--- src/hdl/nbu_pkg.sv ---
// Notes on behaviour
// - frame: start, eight data LSB first, ninth, stop
// - buffer write loads ninth bit, requests send
// - transmit starts after next divide-by-16 rollover
// - start bit, then data, then shifting
// - first shift inserts stop, then zeros
// - final shift ends send, sets tx done
// - receive pin sampled at sixteen times baud
// - falling edge resets counter, loads 1F
// - majority vote of samples seven, eight, nine
// - nonzero start bit rejects false start
// - nine-bit shift register, start reaching left ends; code ends on a shift count of nine
// - load only if done clear and ninth allowed
// - failed conditions discard frame, no done flag
// - load ninth flag, data byte, set done
// - one bit time later resume edge hunt
// - stop bit value affects no result
// - channel baud clock source selectable
// - fixed rate variant divides oscillator by 32/64
package nbu_pkg;
  // -------------------------------------------------------------------
  // register map
  // -------------------------------------------------------------------
  localparam logic [11:0] BUF_OFF  = 12'h000;
  localparam logic [11:0] CTRL_OFF = 12'h004;
  localparam logic [11:0] BAUD_OFF = 12'h008;
  // control bits
  localparam int C_TX9  = 0;
  localparam int C_RX9  = 1;
  localparam int C_TXD  = 2;
  localparam int C_RXD  = 3;
  localparam int C_MPE  = 4;
  localparam int C_SRC  = 5;
  localparam int C_FIX  = 6;
  localparam int C_F64  = 7;
  localparam logic [7:0]  CTRL_RST  = 8'h00;
  localparam logic [15:0] BAUD_RST  = 16'h0000;
  localparam logic [8:0]  RX_INIT   = 9'h01F;
  localparam logic [3:0]  SAMP_A    = 4'h6;
  localparam logic [3:0]  SAMP_C    = 4'h8;
  localparam logic [5:0]  FIX32_DIV = 6'h01;
  localparam logic [5:0]  FIX64_DIV = 6'h03;
  localparam logic [3:0]  TX_BITS   = 4'hB;
  typedef enum logic [1:0] {NBU_RX_IDLE, NBU_RX_BITS, NBU_RX_TAIL}
    nbu_rx_e;
endpackage : nbu_pkg

--- src/hdl/nbu_tick_if.sv ---
`timescale 1ns/10ps
interface nbu_tick_if;
  logic        tick16;
  logic        fix_en;
  logic        fix64;
  logic        ext_en;
  logic        src_ext;
  logic [15:0] reload;
  modport gen  (output tick16, input fix_en, fix64, ext_en, src_ext, reload);
  modport core (input tick16, output fix_en, fix64, ext_en, src_ext, reload);
endinterface : nbu_tick_if

--- src/hdl/nbu_baud.sv ---
`timescale 1ns/10ps
module nbu_baud
(
  input wire logic pclk,
  input wire logic presetn,
  nbu_tick_if.gen  t
);
  logic [15:0] cnt_r;
  logic [15:0] cnt_nxt;
  logic        tk_r;
  logic        tk_nxt;
  // -------------------------------------------------------------------
  // oversample tick: external enable, reload divider or fixed rate
  // -------------------------------------------------------------------
  always_comb
  begin
    cnt_nxt = cnt_r;
    tk_nxt  = 1'b0;
    if (t.fix_en)
    begin
      if (cnt_r[5:0] >= {10'h000, (t.fix64 ? nbu_pkg::FIX64_DIV
                                             : nbu_pkg::FIX32_DIV)})
      begin
        cnt_nxt = 16'h0000;
        tk_nxt  = 1'b1;
      end
      else
        cnt_nxt = cnt_r + 16'h0001;
    end
    else if (t.src_ext)
      tk_nxt = t.ext_en;
    else if (cnt_r >= t.reload)
    begin
      cnt_nxt = 16'h0000;
      tk_nxt  = 1'b1;
    end
    else
      cnt_nxt = cnt_r + 16'h0001;
  end
  always_ff @(posedge pclk or negedge presetn)
  begin
    if (!presetn)
    begin
      cnt_r <= 16'h0000;
      tk_r  <= 1'b0;
    end
    else
    begin
      cnt_r <= cnt_nxt;
      tk_r  <= tk_nxt;
    end
  end
  assign t.tick16 = tk_r;
endmodule : nbu_baud

--- src/hdl/nbu_top.sv ---
`timescale 1ns/10ps
module nbu_top
(
  input  wire logic        pclk,
  input  wire logic        presetn,
  input  wire logic        psel,
  input  wire logic        penable,
  input  wire logic        pwrite,
  input  wire logic [11:0] paddr,
  input  wire logic [31:0] pwdata,
  output logic      [31:0] prdata,
  output logic             pready,
  output logic             pslverr,
  input  wire logic        timer_ovf_en,
  input  wire logic        serial_rx_pin,
  output logic             serial_tx_pin
);
  nbu_tick_if tif ();
  nbu_baud u_baud (.pclk(pclk), .presetn(presetn), .t(tif));
  // -------------------------------------------------------------------
  // state
  // -------------------------------------------------------------------
  logic [7:0]  ctrl_r, ctrl_nxt;
  logic [15:0] baud_r, baud_nxt;
  logic [7:0]  rbuf_r, rbuf_nxt;
  logic [3:0]  txdiv_r, txdiv_nxt;
  logic        txreq_r, txreq_nxt;
  logic        send_r, send_nxt;
  logic        data_r, data_nxt;
  logic [3:0]  txph_r, txph_nxt;
  logic [8:0]  txsh_r, txsh_nxt;
  logic        txo_r, txo_nxt;
  nbu_pkg::nbu_rx_e rxst_r, rxst_nxt;
  logic [3:0]  rxdiv_r, rxdiv_nxt;
  logic [8:0]  rxsh_r, rxsh_nxt;
  logic [2:0]  smp_r, smp_nxt;
  logic [3:0]  rxcnt_r, rxcnt_nxt;
  logic        first_r, first_nxt;
  logic        rxprev_r, rxprev_nxt;
  logic        wr, rd_hit, tx_roll, vote;
  logic        set_txd, set_rxd;
  // -------------------------------------------------------------------
  // bus decode
  // -------------------------------------------------------------------
  function automatic logic is_reg(input logic [11:0] a);
    is_reg = (a == nbu_pkg::BUF_OFF) || (a == nbu_pkg::CTRL_OFF) ||
             (a == nbu_pkg::BAUD_OFF);
  endfunction : is_reg
  function automatic logic maj3(input logic [2:0] s);
    maj3 = (s[0] & s[1]) | (s[1] & s[2]) | (s[0] & s[2]);
  endfunction : maj3
  assign pready  = 1'b1;
  assign wr      = psel & penable & pwrite;
  assign rd_hit  = is_reg(paddr);
  assign pslverr = psel & penable & ~rd_hit;
  assign tif.fix_en  = ctrl_r[nbu_pkg::C_FIX];
  assign tif.fix64   = ctrl_r[nbu_pkg::C_F64];
  assign tif.src_ext = ctrl_r[nbu_pkg::C_SRC];
  assign tif.ext_en  = timer_ovf_en;
  assign tif.reload  = baud_r;
  assign tx_roll = tif.tick16 && (txdiv_r == 4'hF);
  assign vote    = maj3(smp_r);
  assign serial_tx_pin = txo_r;
  always_comb
  begin
    prdata = 32'h0000_0000;
    if (paddr == nbu_pkg::BUF_OFF)
      prdata = {24'h00_0000, rbuf_r};
    else if (paddr == nbu_pkg::CTRL_OFF)
      prdata = {24'h00_0000, ctrl_r};
    else if (paddr == nbu_pkg::BAUD_OFF)
      prdata = {16'h0000, baud_r};
  end
  // -------------------------------------------------------------------
  // transmit: send is the start bit, data gates the shifter output
  // -------------------------------------------------------------------
  always_comb
  begin
    txdiv_nxt = txdiv_r;
    txreq_nxt = txreq_r;
    send_nxt  = send_r;
    data_nxt  = data_r;
    txph_nxt  = txph_r;
    txsh_nxt  = txsh_r;
    set_txd   = 1'b0;
    if (tif.tick16)
      txdiv_nxt = txdiv_r + 4'h1;
    // a write while busy is dropped so a frame is never corrupted
    if (wr && paddr == nbu_pkg::BUF_OFF && !txreq_r && !send_r)
    begin
      txsh_nxt  = {ctrl_r[nbu_pkg::C_TX9], pwdata[7:0]};
      txreq_nxt = 1'b1;
    end
    else if (tx_roll && txreq_r)
    begin
      txreq_nxt = 1'b0;
      send_nxt  = 1'b1;
      txph_nxt  = 4'h0;
    end
    else if (tx_roll && send_r)
    begin
      txph_nxt = txph_r + 4'h1;
      if (txph_r == 4'h0)
        data_nxt = 1'b1;
      else if (txph_r == 4'h1)
        txsh_nxt = {1'b1, txsh_r[8:1]};
      else
        txsh_nxt = {1'b0, txsh_r[8:1]};
      // ninth at output with stop next: done after this shift
      if (txph_r == nbu_pkg::TX_BITS - 4'h2)
      begin
        send_nxt = 1'b0;
        data_nxt = 1'b0;
        set_txd  = 1'b1;
      end
    end
  end
  always_comb
  begin
    txo_nxt = 1'b1;
    if (send_r && !data_r)
      txo_nxt = 1'b0;
    else if (send_r)
      txo_nxt = txsh_r[0];
  end
  // -------------------------------------------------------------------
  // receive: 9-bit shifter, zeros then ones leave left, a shift count of nine marks the end
  // -------------------------------------------------------------------
  always_comb
  begin
    rxst_nxt   = rxst_r;
    rxdiv_nxt  = rxdiv_r;
    rxsh_nxt   = rxsh_r;
    smp_nxt    = smp_r;
    rxcnt_nxt  = rxcnt_r;
    first_nxt  = first_r;
    rxprev_nxt = rxprev_r;
    rbuf_nxt   = rbuf_r;
    set_rxd    = 1'b0;
    if (tif.tick16)
    begin
      rxprev_nxt = serial_rx_pin;
      rxdiv_nxt  = rxdiv_r + 4'h1;
      if (rxdiv_r >= nbu_pkg::SAMP_A && rxdiv_r <= nbu_pkg::SAMP_C)
        smp_nxt = {smp_r[1:0], serial_rx_pin};
      case (rxst_r)
        nbu_pkg::NBU_RX_IDLE:
          if (rxprev_r && !serial_rx_pin)
          begin
            rxdiv_nxt = 4'h0;
            rxsh_nxt  = nbu_pkg::RX_INIT;
            rxcnt_nxt = 4'h0;
            first_nxt = 1'b1;
            rxst_nxt  = nbu_pkg::NBU_RX_BITS;
          end
        nbu_pkg::NBU_RX_BITS:
          if (rxdiv_r == 4'hF)
          begin
            first_nxt = 1'b0;
            if (first_r && vote)
              rxst_nxt = nbu_pkg::NBU_RX_IDLE;
            else
            begin
              rxsh_nxt  = {rxsh_r[7:0], vote};
              rxcnt_nxt = rxcnt_r + 4'h1;
              // the load value leaves zeros at the top, so the start bit
              // is tracked by counting start plus eight data shifts
              if (rxcnt_r == nbu_pkg::TX_BITS - 4'h2 && !rxsh_r[8])
              begin
                // stop bit never reaches the shifter
                if (!ctrl_r[nbu_pkg::C_RXD] &&
                    (!ctrl_r[nbu_pkg::C_MPE] || vote))
                begin
                  // first data bit sits highest after the left shifts
                  rbuf_nxt = {rxsh_r[0], rxsh_r[1], rxsh_r[2], rxsh_r[3],
                              rxsh_r[4], rxsh_r[5], rxsh_r[6],
                              rxsh_r[7]};
                  set_rxd  = 1'b1;
                end
                rxst_nxt = nbu_pkg::NBU_RX_TAIL;
              end
            end
          end
        default:
          if (rxdiv_r == 4'hF)
            rxst_nxt = nbu_pkg::NBU_RX_IDLE;
      endcase
    end
  end
  // -------------------------------------------------------------------
  // registers; hardware set wins over software clear
  // -------------------------------------------------------------------
  always_comb
  begin
    ctrl_nxt = ctrl_r;
    baud_nxt = baud_r;
    if (wr && paddr == nbu_pkg::CTRL_OFF)
      ctrl_nxt = pwdata[7:0];
    if (wr && paddr == nbu_pkg::BAUD_OFF)
      baud_nxt = pwdata[15:0];
    if (set_txd)
      ctrl_nxt[nbu_pkg::C_TXD] = 1'b1;
    if (set_rxd)
    begin
      ctrl_nxt[nbu_pkg::C_RXD] = 1'b1;
      ctrl_nxt[nbu_pkg::C_RX9] = vote;
    end
  end
  always_ff @(posedge pclk or negedge presetn)
  begin
    if (!presetn)
    begin
      ctrl_r   <= nbu_pkg::CTRL_RST;
      baud_r   <= nbu_pkg::BAUD_RST;
      rbuf_r   <= 8'h00;
      txdiv_r  <= 4'h0;
      txreq_r  <= 1'b0;
      send_r   <= 1'b0;
      data_r   <= 1'b0;
      txph_r   <= 4'h0;
      txsh_r   <= 9'h000;
      txo_r    <= 1'b1;
      rxst_r   <= nbu_pkg::NBU_RX_IDLE;
      rxdiv_r  <= 4'h0;
      rxsh_r   <= 9'h1FF;
      smp_r    <= 3'h7;
      rxcnt_r  <= 4'h0;
      first_r  <= 1'b0;
      rxprev_r <= 1'b1;
    end
    else
    begin
      ctrl_r   <= ctrl_nxt;
      baud_r   <= baud_nxt;
      rbuf_r   <= rbuf_nxt;
      txdiv_r  <= txdiv_nxt;
      txreq_r  <= txreq_nxt;
      send_r   <= send_nxt;
      data_r   <= data_nxt;
      txph_r   <= txph_nxt;
      txsh_r   <= txsh_nxt;
      txo_r    <= txo_nxt;
      rxst_r   <= rxst_nxt;
      rxdiv_r  <= rxdiv_nxt;
      rxsh_r   <= rxsh_nxt;
      smp_r    <= smp_nxt;
      rxcnt_r  <= rxcnt_nxt;
      first_r  <= first_nxt;
      rxprev_r <= rxprev_nxt;
    end
  end
endmodule : nbu_top

--- config.mk ---
export PLATFORM = sky130hd
export DESIGN_NAME = nbu_top
export DESIGN_NICKNAME = d
export VERILOG_FILES = /design/src/hdl/nbu_pkg.sv /design/src/hdl/nbu_tick_if.sv /design/src/hdl/nbu_baud.sv /design/src/hdl/nbu_top.sv
export SDC_FILE = /design/constraint.sdc
export NUM_CORES = 1
export LEC_CHECK = 0
export BUFFER_PORTS_ARGS = -buffer_cell sky130_fd_sc_hd__buf_2
export CORE_MARGIN = 3
export CORE_UTILIZATION = 40
export DETAILED_ROUTE_END_ITERATION = 12
export GPL_TIMING_DRIVEN = 0
export PLACE_DENSITY_LB_ADDON = 0.3
export SYNTH_ARGS = -nofsm -noshare
export SYNTH_HDL_FRONTEND = slang
export SYNTH_SLANG_ARGS = --single-unit
--- constraint.sdc ---
create_clock -name pclk -period 2.2 [get_ports pclk]
set_input_delay 0 -clock pclk [delete_from_list [all_inputs] [get_ports pclk]]
set_output_delay 0 -clock pclk [all_outputs]
set_load 0.01 [all_outputs]
==> results.json, run 1 <==
{
  "routed_wl_um": 12100,
  "run_status": "finished, final reports clean",
  "start_util": 0.416,
  "overflow": 0,
  "p_int_mw": 3.59,
  "cap_violations": 0,
  "ys_seq_elements": 94,
  "coreArea_mm2": 0.0128,
  "start_kind": "flop",
  "powerDensity_mw_per_mm2": 744,
  "min_path_type": "input port to flop",
  "syn2layout_area_growth_pct": 24.7,
  "die_area_mm2": 0.0147,
  "slew_headroom": 0.575,
  "grt_pass1_vias": 3927,
  "synthCells": 525,
  "wl_per_cell_um": 15.1,
  "timing.fmax_ghz": 0.477,
  "clkSinkCount": 94,
  "p_clk_frac": 0.374,
  "finalHoldViolations": 0,
  "end_kind": "flop",
  "min_period_over_period": 0.953,
  "p_comb_frac": 0.173,
  "setup_viol": 0,
  "clock_latency_ps": 350,
  "synth_edf_count": 0,
  "pre_cts_ws_ps": -202,
  "ios": 86,
  "avgViaCountPerCell": 5.20,
  "grt_util_all_layers": 0.166,
  "r2r-start": "baud_r[13]",
  "clk_path_buf_depth": 2,
  "antenna_found_initial": 0,
  "p_seq_frac": 0.453,
  "cts_htree_levels": 3,
  "synth_ff_type": "dfrtp_1",
  "path_clk_slew_ps": 70,
  "die_h_um": 121,
  "critPathLaunch": "baud_r[13]",
  "slew_violations": 0,
  "yosys_warnings": 0,
  "p_sw_frac": 0.271,
  "postRouteAntennaNets": 0,
  "global_route.usage.met2": 0.271,
  "num_rows": 41,
  "nNetsFinal": 706,
  "grt_max_degree": 56,
  "num_antenna_cells": 0,
  "critPathMaxFanout": 8,
  "final_cell_mix": "78 x dfrtp_1, 59 x nand2_1, 52 x buf_2",
  "grt_pass1_wl_um": 19400,
  "hp-start": "timer_ovf_en",
  "place.gp.congestion": 0.838,
  "die_x_um": 121,
  "route.detailed.drc": 0,
  "cts-buffers-inserted": 9,
  "grtUsageMet1": 0.214,
  "dr.first_iter.drc_count": 219,
  "cp_data_arrival_time_ps": 2390,
  "ir_drop_v": 0.000621,
  "fin_ws_ps": 104,
  "p_switching_mw": 1.33,
  "dp_hpwl_um": 8700,
  "cts_tree": "done",
  "fin_crit_ps": 2100,
  "finalPower_mw": 4.93,
  "synth_seq_area_share": 0.446,
  "port_buffers": 52,
  "final_common_cell": "dfrtp_1",
  "p_leak_nw": 3.20,
  "path_class": "flop to flop",
  "synth_area_per_cell_um2": 10.1,
  "worst_slew_pin_slew_ps": 635,
  "clock-root-buffer": "clkbuf_16",
  "mappedNetlistArea_mm2": 0.00531,
  "met3_usage": 0.0266,
  "synth_cell_types": 59,
  "vias": 4195,
  "layout-drive-gt1-share": 0.325,
  "fillers": 1141,
  "worstPathRequired_ps": 2490,
  "async_flop_share": 1.00,
  "dr.pass1.iters": 4,
  "clock_skew_ps": 7.18,
  "top_usage_layer": "met2"
}
-- path summary, 6_finish.rpt --
path / to / depth (start not counted) / slack [ps]
hold reg to reg: serial_tx_pin / 2 / 490
min in group asynchronous: rxdiv_r[0] / 2 / 170
setup / recovery: u_baud.cnt_r[11] / 9 / 100
hold / removal: u_baud.t.tick16 / 3 / 30
max in group asynchronous: serial_tx_pin / 3 / 1340
setup reg to reg: u_baud.cnt_r[11] / 9 / 100
-- synth_stat cells, types with 2 or more instances --
master    count  area [um2]
nand2b_1      7        43.8
and3_1       10        62.6
nand2_1      59         221
a21oi_1      25         125
dfrtp_1      80        2000
nor2b_1       3        18.8
ha_1         26         325
nand4_1       7        43.8
o31ai_1       2        15.0
nand4_2       2        25.0
mux2_2       42         473
inv_1        31         116
and2_1        2        12.5
mux2i_1       3        30.0
buf_2         2        10.0
a21o_1        8        60.1
xnor2_1       4        35.0
buf_4        20         150
or3_1         2        12.5
o21bai_1      2        15.0
nor2_1       29         109
and3_2       10        75.1
buf_12        2        40.0
mux2_4       10         150
a211o_1       3        26.3
nand3_1      12        60.1
a211oi_1      3        22.5
nor3b_1       6        45.0
o21ai_0      44         220
nor3_1       13        65.1
a31oi_1       5        31.3
nor4_1        3        18.8
dfstp_2      14         368
conb_1        2        7.51
o211ai_1      2        15.0
clkbuf_1      7        26.3
-- metal layers --
metal | wire [um] | vias up
li1 | - | 2023
met1 | 5410 | 2053
met2 | 5900 | 93
met3 | 424 | 26
met4 | 402 | 0
met5 | 0 | -
-- critical path, cell delays in order, from the launching register on --
cell and delay [ps]:
dfrtp_1 390, inv_1 100, ha_4 210, a211oi_2 220
nor2_1 80, nor3_2 300, nand4_4 230, buf_8 200
nor3b_2 190, a21o_1 100
-- timing repair --
| action | CTS | global route |
|---|---|---|
| hold buffers | 18 | 0 |
| setup buffers | 2 | 4 |
| pin swaps | 2 | 9 |
| endpoints found under the setup margin | 15 | 22 |
| endpoints found under the hold margin | 55 | 0 |
| gates resized for setup | 7 | 24 |
| gates cloned | 0 | 1 |
-- kinds of logic after synthesis --
family          after synthesis  synth area share
simple gates                177             0.175
compound gates              103             0.118
flops                        94             0.446
buf+inv                      62            0.0646
mux                          55             0.123
fa+ha+maj                    27            0.0634
xor+xnor                      5           0.00825
other cells                   2           0.00141
-- state kept, by name, summed over array words and instances, names as in the netlist --
signal / count
txsh_r: 9
send_r: 1
txdiv_r: 4
rbuf_r: 8
rxcnt_r: 4
first_r: 1
rxprev_r: 1
u_baud.cnt_r: 16
ctrl_r: 8
rxsh_r: 9
baud_r: 16
rxdiv_r: 4
txph_r: 4
data_r: 1
rxst_r: 2
smp_r: 3
txreq_r: 1
u_baud.t.tick16: 1
serial_tx_pin: 1
-- cell type report --
class	count	area [um2]	share of cell area
Buffer	31	236	0.0357
Timing Repair Buffer	78	548	0.0828
Sequential cell	94	2370	0.358
Inverter	31	116	0.0176
Tap cell	172	215	0.0325
Clock inverter	5	105	0.0159
Clock buffer	11	253	0.0382
Multi-Input combinational cell	384	2770	0.419
-- metrics by stage --
| stage | setup TNS [ps] | std cells | util | hold WS, ps | instance area (um2) |
|---|---|---|---|---|---|
| after detailed placement | -1840 | 765 | 0.460 | 22.2 | 5870 |
| final | 0 | 806 | 0.518 | 25.6 | 6620 |
| after global routing | -17.0 | 806 | 0.518 | 47.4 | 6620 |
| after floorplan | 0 | 540 | - | -296 | 5370 |
| after CTS | 0 | 801 | 0.505 | 13.9 | 6450 |
| after global placement | -1520 | 764 | 0.457 | 235 | 5840 |
-- power groups by stage --
stage	Combinational, mW	Sequential (mW)	Clock, mW
finish	0.854	2.23	1.84
global route	0.979	2.26	1.95
CTS	0.853	2.23	1.88
detailed placement	0.815	2.26	0
global placement	0.773	2.24	0
floorplan	0.618	2.19	0
Power figures use the tool's default switching activity.
==> run 2, diff against run 1 <==
--- a/config.mk
+++ b/config.mk
@@ -5,6 +5,8 @@
 export SDC_FILE = /design/constraint.sdc
 export NUM_CORES = 1
 export LEC_CHECK = 0
+export ABC_AREA = 1
+export ABC_CLOCK_PERIOD_IN_PS = 2200
 export BUFFER_PORTS_ARGS = -buffer_cell sky130_fd_sc_hd__buf_2
 export CORE_MARGIN = 3
 export CORE_UTILIZATION = 40
==> results.json, run 2 <==
{
  "run_status": "finished, final reports clean",
  "dp_hpwl_um": 9030,
  "synth_cell_types": 40,
  "slew_headroom": 0.598,
  "num_antenna_cells": 0,
  "clock_latency_ps": 350,
  "min_path_type": "input port to flop",
  "synth_area_per_cell_um2": 8.31,
  "powerDensity_mw_per_mm2": 788,
  "die_area_mm2": 0.0148,
  "overflow": 0,
  "clk_path_buf_depth": 2,
  "reg_top3": "baud_r (16), u_baud.cnt_r (16)",
  "cts_htree_levels": 3,
  "clock-root-buffer": "clkbuf_16",
  "start_util": 0.416,
  "routed_wl_um": 12100,
  "cp_data_arrival_time_ps": 2240,
  "slew_violations": 0,
  "whs_ps": 110,
  "async_flop_share": 1.00,
  "fin_crit_ps": 1980,
  "slowest_delay_ps": 450,
  "critical_path.most_common_cell": "nand2_1",
  "path_clk_slew_ps": 70,
  "grt_pass1_vias": 4348,
  "place.gp.congestion": 0.928,
  "vias": 4398,
  "synth_edf_count": 0,
  "postRouteAntennaNets": 0,
  "p_leak_nw": 3.14,
  "final_common_cell": "nand2_1",
  "critPathMaxFanout": 10,
  "end_kind": "flop",
  "mappedNetlistArea_mm2": 0.00535,
  "timing.fmax_ghz": 0.504,
  "antenna_found_initial": 0,
  "grt_pass1_wl_um": 20700,
  "num_rows": 41,
  "die_h_um": 122,
  "cts_tree": "done",
  "cts-buffers-inserted": 9,
  "worstPathRequired_ps": 2460,
  "setup_viol": 0,
  "synth_top_area_cell": "dfrtp_1",
  "rsz0062_at_grt": "false",
  "synth_top_area_frac": 0.374,
  "ys_seq_elements": 94,
  "synth_ff_type": "dfrtp_1",
  "crit_path_top_delay_cell": "dfrtp_1",
  "cap_violations": 0,
  "yosys_warnings": 0,
  "final_cell_mix": "123 x nand2_1, 107 x inv_1, 79 x dfrtp_1",
  "grt_max_degree": 69,
  "dr.pass1.iters": 4,
  "layout-drive-gt1-share": 0.192,
  "wl_per_cell_um": 13.2,
  "ios": 86,
  "grt_util_all_layers": 0.174,
  "synthCells": 644,
  "min_period_over_period": 0.901,
  "start_kind": "flop",
  "die_x_um": 122,
  "syn2layout_area_growth_pct": 19.1,
  "coreArea_mm2": 0.0129,
  "synth_seq_area_share": 0.443,
  "ir_drop_v": 0.000534,
  "path_class": "flop to flop",
  "synth_common_cells": "123 x nand2_1, 107 x inv_1, 80 x dfrtp_1, 62 x o21ai_0, 45 x nor2_1",
  "fin_tns_setup_ps": 0,
  "worst_slew_pin_slew_ps": 601,
  "stdcell_count": 918,
  "dr.first_iter.drc_count": 201,
  "route.detailed.drc": 0,
  "clkSinkCount": 94,
  "cp_cell_sequence": "ha_1, a21oi_1, o21ai_0, a21oi_1, nand2_1, nand2_1, nand2_1, clkbuf_4, o21ai_0",
  "port_buffers": 52,
  "clock_skew_ps": 8.41,
  "nNetsFinal": 818,
  "synth_most_common_cell": "nand2_1",
  "finalHoldViolations": 0,
  "avgViaCountPerCell": 4.79,
  "yosys-top-cells-area": "dfrtp_1 37%, nand2_1 8.6%, inv_1 7.5%, dfstp_2 6.9%, ha_1 6.1%",
  "post-place-cells": 884
}
run 2: cell count changes after synthesis, sizes merged, moves of 19 or more:
cell   before  now
and3       20    0
inv        31  108
mux2       52    0
nand2      60  129
nor2       30   49
o21ai      44   87
run 2: per-layer routing:
layer,routed length (um),part of all wire,global-route usage,vias up
met5,0,0,0,-
met1,5610,0.46,0.228,2071
li1,-,-,-,2238
met3,463,0.038,0.0441,8
met2,5960,0.49,0.296,81
met4,106,0.0087,0.0343,0
run 2: final cells by class:
class,count,area [um2]
Clock buffer,12,246
Multi-Input combinational cell,426,2380
Tap cell,172,215
Fill cell,1249,6500
Timing Repair Buffer,71,470
Buffer,31,254
Inverter,108,405
Clock inverter,4,31.3
Sequential cell,94,2370
run 2: worst max-delay path, delay by kind of cell, from the launching register on:
kind,cells,cell delay [ps]
buf+inv,1,220
simple gates,3,340
fa+ha+maj,1,340
flops,1,450
compound gates,4,550
run 2: timing repair:
item / in CTS / in global routing
gates resized for setup: 0 / 2
endpoints found under the setup margin: 0 / 2
hold buffers: 18 / 0
buffers inserted: 0 / 0
endpoints found under the hold margin: 111 / 0
run 2: cells by family after synthesis:
family | Yosys count | synth area share
and+or+nand+nor | 226 | 0.185
buffers and inverters | 139 | 0.123
AOI/OAI and AO/OA | 135 | 0.151
DFF | 94 | 0.443
adders and majority gates | 26 | 0.0608
xor gates and xnor gates | 22 | 0.0360
other | 2 | 0.00140
run 2: final timing paths:
check / startpoint / endpoint / slack, ps / cells after the start
worst max-delay path: u_baud.cnt_r[11] / u_baud.cnt_r[9] / 220 / 9
worst min-delay path: timer_ovf_en / u_baud.t.tick16 / 110 / 3
worst max register to register: u_baud.cnt_r[11] / u_baud.cnt_r[9] / 220 / 9
worst min register to register: send_r / serial_tx_pin / 470 / 1
max in group asynchronous: presetn / rxsh_r[0] / 1380 / 3
min in group asynchronous: presetn / baud_r[12] / 120 / 2
run 2: power breakdown:
group,switching [mW],internal (mW)
clock network,0.666,0.804
logic,0.792,0.469
registers,0.211,2.08
total,1.67,3.36
run 2: stage by stage:
step | instance area, um2 | power [mW] | setup WS (ps) | util
2_1_floorplan | 5410 | 3.16 | 545 | -
3_3_place_gp | 5880 | 3.46 | 223 | 0.457
3_5_place_dp | 5910 | 3.55 | 225 | 0.459
4_1_cts | 6370 | 5.06 | 207 | 0.495
5_1_grt | 6380 | 5.40 | 16.7 | 0.495
6_report | 6380 | 5.03 | 217 | 0.495
